**config.mk**
```make
export PLATFORM = sky130hd
export DESIGN_NAME = exec_unit
export DESIGN_NICKNAME = d
export VERILOG_FILES = /design/src/exec_pkg.sv /design/src/exec_unit.sv
export VERILOG_INCLUDE_DIRS = /design/src
export SDC_FILE = /design/constraint.sdc
export NUM_CORES = 1
export LEC_CHECK = 0
export ABC_AREA = 0
export ABC_CLOCK_PERIOD_IN_PS = 8320
export BUFFER_PORTS_ARGS = -buffer_cell sky130_fd_sc_hd__buf_2
export CAP_MARGIN = 20
export CELL_PAD_IN_SITES_DETAIL_PLACEMENT = 1
export CELL_PAD_IN_SITES_GLOBAL_PLACEMENT = 1
export CORE_MARGIN = 2
export CORE_UTILIZATION = 50
export CTS_CLUSTER_SIZE = 24
export DETAILED_ROUTE_END_ITERATION = 6
export GPL_TIMING_DRIVEN = 0
export PLACE_DENSITY = 0.79
export SLEW_MARGIN = 20
export SYNTH_ARGS = -nofsm -noshare
export SYNTH_HDL_FRONTEND = slang
export SYNTH_SLANG_ARGS = --single-unit
```
**constraint.sdc**
```tcl
create_clock -name clk_i -period 8.32 [get_ports clk_i]
set_input_delay 0.416 -clock clk_i [delete_from_list [all_inputs] [get_ports clk_i]]
set_output_delay 0.416 -clock clk_i [all_outputs]
set_load 0.01 [all_outputs]
```
**src/exec_defs.svh**
```systemverilog
// Register offsets, field positions, reset values and cycle counts
// of the execute unit. Included by the unit and by its bench.
`ifndef EXEC_DEFS_SVH
`define EXEC_DEFS_SVH
`define ADDR_CTRL 8'h00
`define ADDR_OPND 8'h04
`define ADDR_FLAGS 8'h08
`define ADDR_PC 8'h0C
`define ADDR_ZPTR 8'h10
`define ADDR_IOVAL 8'h14
`define ADDR_RESULT 8'h18
`define ADDR_STATUS 8'h1C
`define ADDR_RETADDR 8'h20
`define ADDR_DATA_LO 8'h24
`define ADDR_DATA_HI 8'h28
`define ADDR_KEY_LO 8'h2C
`define ADDR_KEY_HI 8'h30
// CTRL fields
`define CTRL_OP_LSB 0
`define CTRL_OP_MSB 4
`define CTRL_START 5
`define CTRL_BIT_LSB 6
`define CTRL_BIT_MSB 8
`define CTRL_FLAG_LSB 9
`define CTRL_FLAG_MSB 11
`define CTRL_TWO_WORD 12
`define CTRL_PC22 13
// Status flag bit positions
`define FLAG_C 0
`define FLAG_Z 1
`define FLAG_N 2
`define FLAG_V 3
`define FLAG_S 4
`define FLAG_H 5
`define FLAG_I 7
// Reset values
`define RST_CTRL 14'h0000
`define RST_WORD 32'h00000000
`define RST_FLAGS 8'h00
`define RST_PC 22'h000000
// Cycle counts
`define CYC_ONE 4'h1
`define CYC_TWO 4'h2
`define CYC_THREE 4'h3
`define CYC_FOUR 4'h4
`endif

```
**src/exec_pkg.sv**
```systemverilog
// Types shared by the execute unit: operation codes and result record.
// Holds types only; the numeric constants live in exec_defs.svh.
package exec_pkg;
  typedef enum logic [4:0] {
    test_zero_or_negative_op, set_bits_op, clear_bits_op,
    unsigned_multiply_op, signed_multiply_op, mixed_sign_multiply,
    fractional_unsigned_multiply, fractional_signed_multiply,
    fractional_mixed_multiply, data_cipher_op, indirect_jump_op,
    extended_indirect_jump_op, indirect_call_op, extended_indirect_call_op,
    compare_skip_equal_op, skip_reg_bit_clear_op, skip_reg_bit_set_op,
    skip_io_bit_clear_op, skip_io_bit_set_op, branch_flag_set_op,
    branch_flag_clear_op, branch_signed_ge_op, branch_signed_lt_op,
    branch_unsigned_ge_op, branch_unsigned_lt_op, branch_half_carry_set_op,
    branch_half_carry_clear_op, branch_overflow_set_op,
    branch_overflow_clear_op, branch_irq_enabled_op, branch_irq_disabled_op
  } op_t;

  typedef struct packed {
    logic [15:0] result;
    logic [7:0] flags;
    logic [21:0] pc;
    logic [21:0] ret;
    logic [63:0] data;
    logic [3:0] cycles;
    logic taken;
    logic [1:0] pushed;
  } exec_res_t;
endpackage : exec_pkg

```
**src/exec_unit.sv**
```systemverilog
// Execute unit for logic tail, multiplies, cipher step, indirect jumps
// and calls, skips and conditional branches, reached over APB.
// Assumes an APB master on clk_i; one operation runs at a time.
`timescale 1ns/10ps
`include "exec_defs.svh"

module exec_unit
  import exec_pkg::*;
#(
  parameter int ADDR_W = 8
) (
  input wire logic clk_i, // 40 MHz core clock
  input wire logic rst_n_i, // asynchronous reset, active low
  input wire logic psel_i, // APB select
  input wire logic penable_i, // APB enable
  input wire logic pwrite_i, // APB direction, high is write
  input wire logic [ADDR_W-1:0] paddr_i, // APB byte address
  input wire logic [31:0] pwdata_i, // APB write data
  output logic [31:0] prdata_o, // APB read data
  output logic pready_o, // APB ready
  output logic pslverr_o, // APB error on unmapped address
  output logic busy_o, // operation in progress
  output logic flush_o // one-cycle pulse: drop fetched instruction
);
  logic [13:0] ctrl;
  logic [22:0] opnd;
  logic [7:0] flags;
  logic [21:0] pc;
  logic [23:0] zptr;
  logic [7:0] ioval;
  logic [15:0] result;
  logic [21:0] retaddr;
  logic [63:0] data;
  logic [63:0] key;
  logic [3:0] cycles;
  logic [3:0] cnt;
  logic taken;
  logic [1:0] pushed;
  logic last_cipher;
  exec_res_t next_res;

  // Bus decode
  wire [7:0] addr = 8'(paddr_i);
  wire access = psel_i && penable_i;
  wire commit = access && pready_o;
  wire wr = commit && pwrite_i;
  wire hit = addr == `ADDR_CTRL || addr == `ADDR_OPND ||
    addr == `ADDR_FLAGS || addr == `ADDR_PC || addr == `ADDR_ZPTR ||
    addr == `ADDR_IOVAL || addr == `ADDR_RESULT ||
    addr == `ADDR_STATUS || addr == `ADDR_RETADDR ||
    addr == `ADDR_DATA_LO || addr == `ADDR_DATA_HI ||
    addr == `ADDR_KEY_LO || addr == `ADDR_KEY_HI;
  wire start = wr && addr == `ADDR_CTRL && pwdata_i[`CTRL_START] && !busy_o;
  wire [31:0] status_word = {23'h000000, pushed, flush_o, taken,
    cycles, busy_o};
  wire [31:0] rd_data =
    addr == `ADDR_CTRL ? {18'h00000, ctrl} :
    addr == `ADDR_OPND ? {9'h000, opnd} :
    addr == `ADDR_FLAGS ? {24'h000000, flags} :
    addr == `ADDR_PC ? {10'h000, pc} :
    addr == `ADDR_ZPTR ? {8'h00, zptr} :
    addr == `ADDR_IOVAL ? {24'h000000, ioval} :
    addr == `ADDR_RESULT ? {16'h0000, result} :
    addr == `ADDR_STATUS ? status_word :
    addr == `ADDR_RETADDR ? {10'h000, retaddr} :
    addr == `ADDR_DATA_LO ? data[31:0] :
    addr == `ADDR_DATA_HI ? data[63:32] :
    addr == `ADDR_KEY_LO ? key[31:0] :
    addr == `ADDR_KEY_HI ? key[63:32] : 32'h00000000;

  // Operation fields, taken from the CTRL write that starts the op; operands come from the OPND register
  wire [13:0] new_ctrl = 14'(pwdata_i);
  op_t op;
  assign op = op_t'(new_ctrl[`CTRL_OP_MSB:`CTRL_OP_LSB]);
  wire [2:0] bit_sel = new_ctrl[`CTRL_BIT_MSB:`CTRL_BIT_LSB];
  wire [2:0] flag_sel = new_ctrl[`CTRL_FLAG_MSB:`CTRL_FLAG_LSB];
  wire two_word = new_ctrl[`CTRL_TWO_WORD];
  wire pc22 = new_ctrl[`CTRL_PC22];
  wire [7:0] rd_v = opnd[7:0];
  wire [7:0] rr_v = opnd[15:8];
  wire [6:0] rel_k = opnd[22:16];
  wire [3:0] cipher_k = rd_v[3:0];

  // Arithmetic helpers
  wire [15:0] rd_sx = {{8{rd_v[7]}}, rd_v};
  wire [15:0] rr_sx = {{8{rr_v[7]}}, rr_v};
  wire [15:0] prod_uu = 16'({8'h00, rd_v} * {8'h00, rr_v});
  wire [15:0] prod_ss = 16'(rd_sx * rr_sx);
  wire [15:0] prod_su = 16'(rd_sx * {8'h00, rr_v});
  wire [21:0] pc_inc = pc + 22'h000001;
  wire [21:0] pc_rel = pc_inc + {{15{rel_k[6]}}, rel_k};
  wire [21:0] pc_skip = pc + (two_word ? 22'h000003 : 22'h000002);
  wire [3:0] skip_cyc = two_word ? `CYC_THREE : `CYC_TWO;
  wire [63:0] key_mix = key ^ {16{cipher_k}};
  wire [63:0] enc_data = {data[62:0], data[63]} ^ key_mix;
  wire [63:0] dec_tmp = data ^ key_mix;
  wire [63:0] dec_data = {dec_tmp[0], dec_tmp[63:1]};
  wire f_c = flags[`FLAG_C];
  wire f_h = flags[`FLAG_H];
  wire f_v = flags[`FLAG_V];
  wire f_i = flags[`FLAG_I];
  wire f_nv = flags[`FLAG_N] ^ flags[`FLAG_V];

  function automatic logic [7:0] logic_flags(input logic [7:0] f,
                                             input logic [7:0] v);
    logic [7:0] o;
    o = f;
    o[`FLAG_Z] = v == 8'h00;
    o[`FLAG_N] = v[7];
    o[`FLAG_V] = 1'b0;
    o[`FLAG_S] = v[7];
    return o;
  endfunction : logic_flags

  function automatic logic [7:0] mul_flags(input logic [7:0] f,
                                           input logic [15:0] p,
                                           input logic [15:0] r);
    logic [7:0] o;
    o = f;
    o[`FLAG_C] = p[15];
    o[`FLAG_Z] = r == 16'h0000;
    return o;
  endfunction : mul_flags

  // Branch condition and kind
  logic br_cond;
  logic is_branch;
  logic skip_cond;
  logic is_skip;
  always_comb begin
    br_cond = 1'b0;
    is_branch = 1'b1;
    skip_cond = 1'b0;
    is_skip = 1'b1;
    case (op)
      branch_flag_set_op: br_cond = flags[flag_sel];
      branch_flag_clear_op: br_cond = !flags[flag_sel];
      branch_signed_ge_op: br_cond = !f_nv;
      branch_signed_lt_op: br_cond = f_nv;
      branch_unsigned_ge_op: br_cond = !f_c;
      branch_unsigned_lt_op: br_cond = f_c;
      branch_half_carry_set_op: br_cond = f_h;
      branch_half_carry_clear_op: br_cond = !f_h;
      branch_overflow_set_op: br_cond = f_v;
      branch_overflow_clear_op: br_cond = !f_v;
      branch_irq_enabled_op: br_cond = f_i;
      branch_irq_disabled_op: br_cond = !f_i;
      default: is_branch = 1'b0;
    endcase
    case (op)
      compare_skip_equal_op: skip_cond = rd_v == rr_v;
      skip_reg_bit_clear_op: skip_cond = !rr_v[bit_sel];
      skip_reg_bit_set_op: skip_cond = rr_v[bit_sel];
      skip_io_bit_clear_op: skip_cond = !ioval[bit_sel];
      skip_io_bit_set_op: skip_cond = ioval[bit_sel];
      default: is_skip = 1'b0;
    endcase
  end

  wire io_skip = op == skip_io_bit_clear_op || op == skip_io_bit_set_op;

  // Result of the operation being started
  always_comb begin
    next_res = '0;
    next_res.result = result;
    next_res.flags = flags;
    next_res.pc = pc_inc;
    next_res.ret = retaddr;
    next_res.data = data;
    next_res.cycles = `CYC_ONE;
    if (is_branch) begin
      next_res.taken = br_cond;
      next_res.pc = br_cond ? pc_rel : pc_inc;
      next_res.cycles = br_cond ? `CYC_TWO : `CYC_ONE;
    end else if (is_skip) begin
      next_res.taken = skip_cond;
      next_res.pc = skip_cond ? pc_skip : pc_inc;
      next_res.cycles = skip_cond ? skip_cyc : `CYC_ONE;
      if (io_skip) begin
        next_res.cycles = 4'(next_res.cycles + `CYC_ONE);
      end
    end else begin
      case (op)
        test_zero_or_negative_op: begin
          next_res.result = {8'h00, rd_v & rd_v};
          next_res.flags = logic_flags(flags, rd_v & rd_v);
        end
        set_bits_op: begin
          next_res.result = {8'h00, rd_v | rr_v};
          next_res.flags = logic_flags(flags, rd_v | rr_v);
        end
        clear_bits_op: begin
          next_res.result = {8'h00, rd_v & ~rr_v};
          next_res.flags = logic_flags(flags, rd_v & ~rr_v);
        end
        unsigned_multiply_op: begin
          next_res.result = prod_uu;
          next_res.flags = mul_flags(flags, prod_uu, prod_uu);
          next_res.cycles = `CYC_TWO;
        end
        signed_multiply_op: begin
          next_res.result = prod_ss;
          next_res.flags = mul_flags(flags, prod_ss, prod_ss);
          next_res.cycles = `CYC_TWO;
        end
        mixed_sign_multiply: begin
          next_res.result = prod_su;
          next_res.flags = mul_flags(flags, prod_su, prod_su);
          next_res.cycles = `CYC_TWO;
        end
        fractional_unsigned_multiply: begin
          next_res.result = {prod_uu[14:0], 1'b0};
          next_res.flags = mul_flags(flags, prod_uu, {prod_uu[14:0], 1'b0});
          next_res.cycles = `CYC_TWO;
        end
        fractional_signed_multiply: begin
          next_res.result = {prod_ss[14:0], 1'b0};
          next_res.flags = mul_flags(flags, prod_ss, {prod_ss[14:0], 1'b0});
          next_res.cycles = `CYC_TWO;
        end
        fractional_mixed_multiply: begin
          next_res.result = {prod_su[14:0], 1'b0};
          next_res.flags = mul_flags(flags, prod_su, {prod_su[14:0], 1'b0});
          next_res.cycles = `CYC_TWO;
        end
        data_cipher_op: begin
          next_res.data = f_h ? dec_data : enc_data;
          next_res.cycles = last_cipher ? `CYC_ONE : `CYC_TWO;
        end
        indirect_jump_op: begin
          next_res.pc = {6'h00, zptr[15:0]};
          next_res.cycles = `CYC_TWO;
        end
        extended_indirect_jump_op: begin
          next_res.pc = {zptr[21:16], zptr[15:0]};
          next_res.cycles = `CYC_TWO;
        end
        // third stacked byte adds a cycle
        indirect_call_op: begin
          next_res.pc = {6'h00, zptr[15:0]};
          next_res.ret = pc_inc;
          next_res.pushed = pc22 ? 2'h3 : 2'h2;
          next_res.cycles = pc22 ? `CYC_THREE : `CYC_TWO;
        end
        extended_indirect_call_op: begin
          next_res.pc = {zptr[21:16], zptr[15:0]};
          next_res.ret = pc_inc;
          next_res.pushed = pc22 ? 2'h3 : 2'h2;
          next_res.cycles = `CYC_THREE;
        end
        default: next_res.cycles = `CYC_ONE;
      endcase
    end
  end

  // APB answer: ready one cycle into the access phase
  always_ff @(posedge clk_i or negedge rst_n_i) begin
    if (!rst_n_i) begin
      pready_o <= 1'b0;
      prdata_o <= `RST_WORD;
      pslverr_o <= 1'b0;
    end else begin
      pready_o <= access && !pready_o;
      prdata_o <= (access && !pready_o && !pwrite_i) ? rd_data : `RST_WORD;
      pslverr_o <= access && !pready_o && !hit;
    end
  end

  // Software writable registers
  always_ff @(posedge clk_i or negedge rst_n_i) begin
    if (!rst_n_i) begin
      ctrl <= `RST_CTRL;
      opnd <= 23'h000000;
      zptr <= 24'h000000;
      ioval <= 8'h00;
      key <= 64'h0000000000000000;
    end else if (wr) begin
      if (addr == `ADDR_CTRL && !busy_o) ctrl <= new_ctrl;
      if (addr == `ADDR_OPND) opnd <= 23'(pwdata_i);
      if (addr == `ADDR_ZPTR) zptr <= 24'(pwdata_i);
      if (addr == `ADDR_IOVAL) ioval <= 8'(pwdata_i);
      if (addr == `ADDR_KEY_LO) key[31:0] <= pwdata_i;
      if (addr == `ADDR_KEY_HI) key[63:32] <= pwdata_i;
    end
  end

  // Architectural state: the started operation wins over software
  always_ff @(posedge clk_i or negedge rst_n_i) begin
    if (!rst_n_i) begin
      flags <= `RST_FLAGS;
      pc <= `RST_PC;
      result <= 16'h0000;
      retaddr <= `RST_PC;
      data <= 64'h0000000000000000;
    end else if (start) begin
      flags <= next_res.flags;
      pc <= next_res.pc;
      result <= next_res.result;
      retaddr <= next_res.ret;
      data <= next_res.data;
    end else if (wr) begin
      if (addr == `ADDR_FLAGS) flags <= 8'(pwdata_i);
      if (addr == `ADDR_PC) pc <= 22'(pwdata_i);
      if (addr == `ADDR_DATA_LO) data[31:0] <= pwdata_i;
      if (addr == `ADDR_DATA_HI) data[63:32] <= pwdata_i;
    end
  end

  // Cycle accounting and fetch flush
  always_ff @(posedge clk_i or negedge rst_n_i) begin
    if (!rst_n_i) begin
      busy_o <= 1'b0;
      cnt <= 4'h0;
      cycles <= 4'h0;
      taken <= 1'b0;
      pushed <= 2'h0;
      last_cipher <= 1'b0;
      flush_o <= 1'b0;
    end else begin
      flush_o <= start && next_res.taken;
      if (start) begin
        busy_o <= 1'b1;
        cnt <= 4'(next_res.cycles - `CYC_ONE);
        cycles <= next_res.cycles;
        taken <= next_res.taken;
        pushed <= next_res.pushed;
        last_cipher <= op == data_cipher_op;
      end else if (cnt != 4'h0) begin
        cnt <= 4'(cnt - 4'h1);
      end else begin
        busy_o <= 1'b0;
      end
    end
  end
endmodule : exec_unit

```
==> impl_metrics.py <==
metrics = {
    "outcome": {
        "status": "completed",
    },
    "yosys": {
        "ys_ff_latch": 312,
        "synth_top_area_share_pct": 29.3,
        "avgSynthCellArea_um2": 8.73,
        "async_flop_share_pct": 100,
        "synth_nets": 3362,
        "netlist_area_mm2": 0.0267,
        "synth_top_area_cell": "dfrtp_1",
        "synth.distinct_cells": 82,
        "seq_area_frac_synth_pct": 29.3,
        "syn_inst": 3053,
        "dominantRegCellSynth": "dfrtp_1",
        "synth_edf_count": 0,
        "yosys_warnings": 0,
        "synth.area.top_cells": "dfrtp_1 (29%), fa_1 (8.9%), ha_1 (6.9%)",
    },
    "floorplan": {
        "core_region_area_mm2": 0.0527,
        "fp.dieArea_mm2": 0.0552,
        "fp.dieW_um": 235,
        "fp-row-count": 84,
        "initial_core_util_pct": 50.6,
        "die_y_um": 235,
        "io_pins": 81,
    },
    "critical_path": {
        "timing.reg2reg.setup_slack_ns": 0.03,
        "critPathArrivalTime_ns": 8.77,
        "reg2reg_to": "flags[1]",
        "crit_type": "reg -> reg",
        "crit_required_ns": 8.80,
        "regToRegStartpoint": "opnd[2]",
        "endpoint_kind": "flop",
        "worstPathMaxFanout": 10,
        "startpoint_type": "flop",
        "r2r_cells": 21,
    },
    "hold_path": {
        "hp-class": "in -> reg",
        "hold_path_end": "key[60]",
        "hold-path-cell-count": 2,
        "min_from": "pwdata_i[28]",
    },
    "sta": {
        "relSlewSlack_pct": 18.4,
        "maxSlewViolCount": 0,
        "min_period_ns": 8.29,
        "grt_setup_unrepaired": "no",
        "fin_tns_setup_ns": 0,
        "setup_slack_ns": 0.0253,
        "hold_ws_ns": 0.132,
        "fin_worst_skew_ns": 0.0344,
        "period_share_pct": 99.7,
        "worst_slew_pin_slew_ns": 1.22,
        "finalHoldViolCount": 0,
        "fmax_mhz": 121,
        "setup_violations": 0,
    },
    "clock_tree": {
        "cts_tree": "built",
        "cts-root-buf": "clkbuf_16",
        "htreeDepth": 2,
        "clk_latency_ns": 0.61,
        "ctsLongestPathBuffers": 3,
        "cts.sinks": 312,
        "cts_made_buffers": 39,
        "postCtsSetupBuffers": 0,
        "clkSlewWorstSetupHoldPaths_ns": 0.06,
    },
    "final_layout": {
        "fin_nets": 3480,
        "fin_util_pct": 55.8,
        "final_cell_mix": "nor2_1 (317), dfrtp_1 (312), inv_1 (271)",
        "drive_gt1_share_pct": 10.8,
        "layout_commonest_cell": "nor2_1",
        "synthToLayoutAreaGrowth_pct": 10.2,
    },
    "drt": {
        "vias_per_cell": 6.64,
        "drcViolationCount": 0,
        "wire_per_inst_um": 29.9,
        "ant_nets": 0,
        "drt-pass1-iter-count": 6,
        "vias": 25900,
        "wl_mm": 117,
        "detail_route.iter0.violations": 2912,
    },
    "global_route": {
        "track_usage_pct": 41.8,
        "globalRouteMet3Util_pct": 10.3,
        "grt_pass1_wl_mm": 174,
        "grt_overflow": 0,
        "grt_pass1_vias": 27100,
        "grt_max_degree": 91,
        "globalRoute.busiestLayer": "met2",
        "antenna_found_initial": 6,
        "grt_util_met2_pct": 63.8,
        "grt_use_met1_pct": 55.8,
    },
    "pwr": {
        "leakage_nw": 13.8,
        "totalPowerFinal_mw": 3.65,
        "vdd_drop_max_mv": 0.137,
        "powerDensity_mw_per_mm2": 124,
    },
    "placement": {
        "io_buffers": 71,
        "dp_hpwl_mm": 90.0,
        "finalWeightedCongestion": 1.02,
        "place_ws_ns": -0.00749,
    },
    "job": {
        "max_cap_violations": 0,
    },
}
==> layer usage <==
| layer | part of all wire, % | up-vias |
|---|---|---|
| met5 | 0.017 | - |
| met1 | 40 | 13200 |
| li1 | - | 10900 |
| met2 | 44 | 1374 |
| met3 | 10 | 348 |
| met4 | 5.2 | 4 |
==> state kept, by name (all words and copies together) (netlist names), 14 cells and up <==
name and cells:
data 64, key 64, prdata_o 32, zptr 24
opnd 23, pc 22, retaddr 22, result 16
ctrl 14
==> cell usage after synthesis (20+ instances only) <==
library cell  instances
inv_1               271
a31oi_1              31
o21ai_0             182
o22ai_1              23
a21oi_1             214
mux2i_1              20
a22oi_1              50
nor3_1               35
nand3_1              35
fa_1                118
mux2_2              138
xor2_1              111
nor2_1              317
buf_2                27
xnor2_1             120
ha_1                146
nand3b_1             57
dfrtp_1             312
a221oi_1             41
clkbuf_1            133
a211oi_1             25
nand2_1             261
a21o_1               25
o211ai_1             90
==> logic make-up (layout without fill, tap and decap cells) <==
family                     after synthesis  after routing  share of synthesized area [%]
and+or+nand+nor                        825            825                           14.3
muxes                                  166            166                           7.17
adders and majority gates              264            264                           15.7
buffers and inverters                  453            601                           6.59
other                                    0              5                              0
AOI/OAI and AO/OA                      802            802                           19.4
DFF                                    312            312                           29.3
xor gates and xnor gates               231            231                           7.59
==> worst max path at each step <==
stage / depth (start not counted) / from / to
6_report: 21 / opnd[2] / flags[1]
5_1_grt: 22 / opnd[1] / flags[1]
4_1_cts: 21 / opnd[2] / flags[1]
3_5_place_dp: 21 / opnd[2] / flags[1]
3_3_place_gp: 21 / opnd[2] / flags[1]
2_1_floorplan: 21 / opnd[2] / flags[1]
==> timing repair <==
action,CTS,global route
gates cloned,0,0
resized for setup,1,2
hold endpoints to repair,97,0
setup endpoints to repair,1,1
hold buffers,1,0
==> where the power goes <==
group	total, mW	internal (mW)	switching [mW]	leakage [nW]
combinational	0.287	0.0773	0.210	8.77
clock	1.81	1.04	0.768	0.660
sequential	1.55	1.53	0.0151	4.32
total	3.65	2.65	0.993	13.8
==> through the flow <==
step | std cells | cell area [µm²]
CTS | 3888 | 29400
floorplan | 3053 | 26700
detailed placement | 3816 | 28000
finish | 3894 | 29400
global placement | 3812 | 27900
global route | 3889 | 29400
==> worst max-delay path, cell delays in order (launching register included) <==
cell	delay [ns]
dfrtp_1	0.40
clkdlybuf4s15_1	0.79
clkbuf_2	0.58
clkbuf_1	0.73
nand2_1	0.27
fa_1	0.46
inv_1	0.14
fa_1	0.46
fa_1	0.56
inv_1	0.06
fa_1	0.48
inv_1	0.05
ha_1	0.21
a211oi_1	0.70
o21bai_1	0.17
a21oi_1	0.21
xnor2_1	0.18
or4b_1	0.60
or4b_1	0.55
nor4b_1	0.33
o31ai_1	0.15
o41ai_2	0.07
==> final cells by class <==
cell class                 count  area, µm²
sequential                   312       7810
timing repair buffer          77        497
antenna                        5       12.5
clock inverter                16        176
multi-input combinational   2288      17100
inverter                     274       1030
fill                        6217      23300
tap                          688        861
clock buffer                  55       1160
buffer                       179        738
Note: power is estimated with default switching activity, not from simulation.
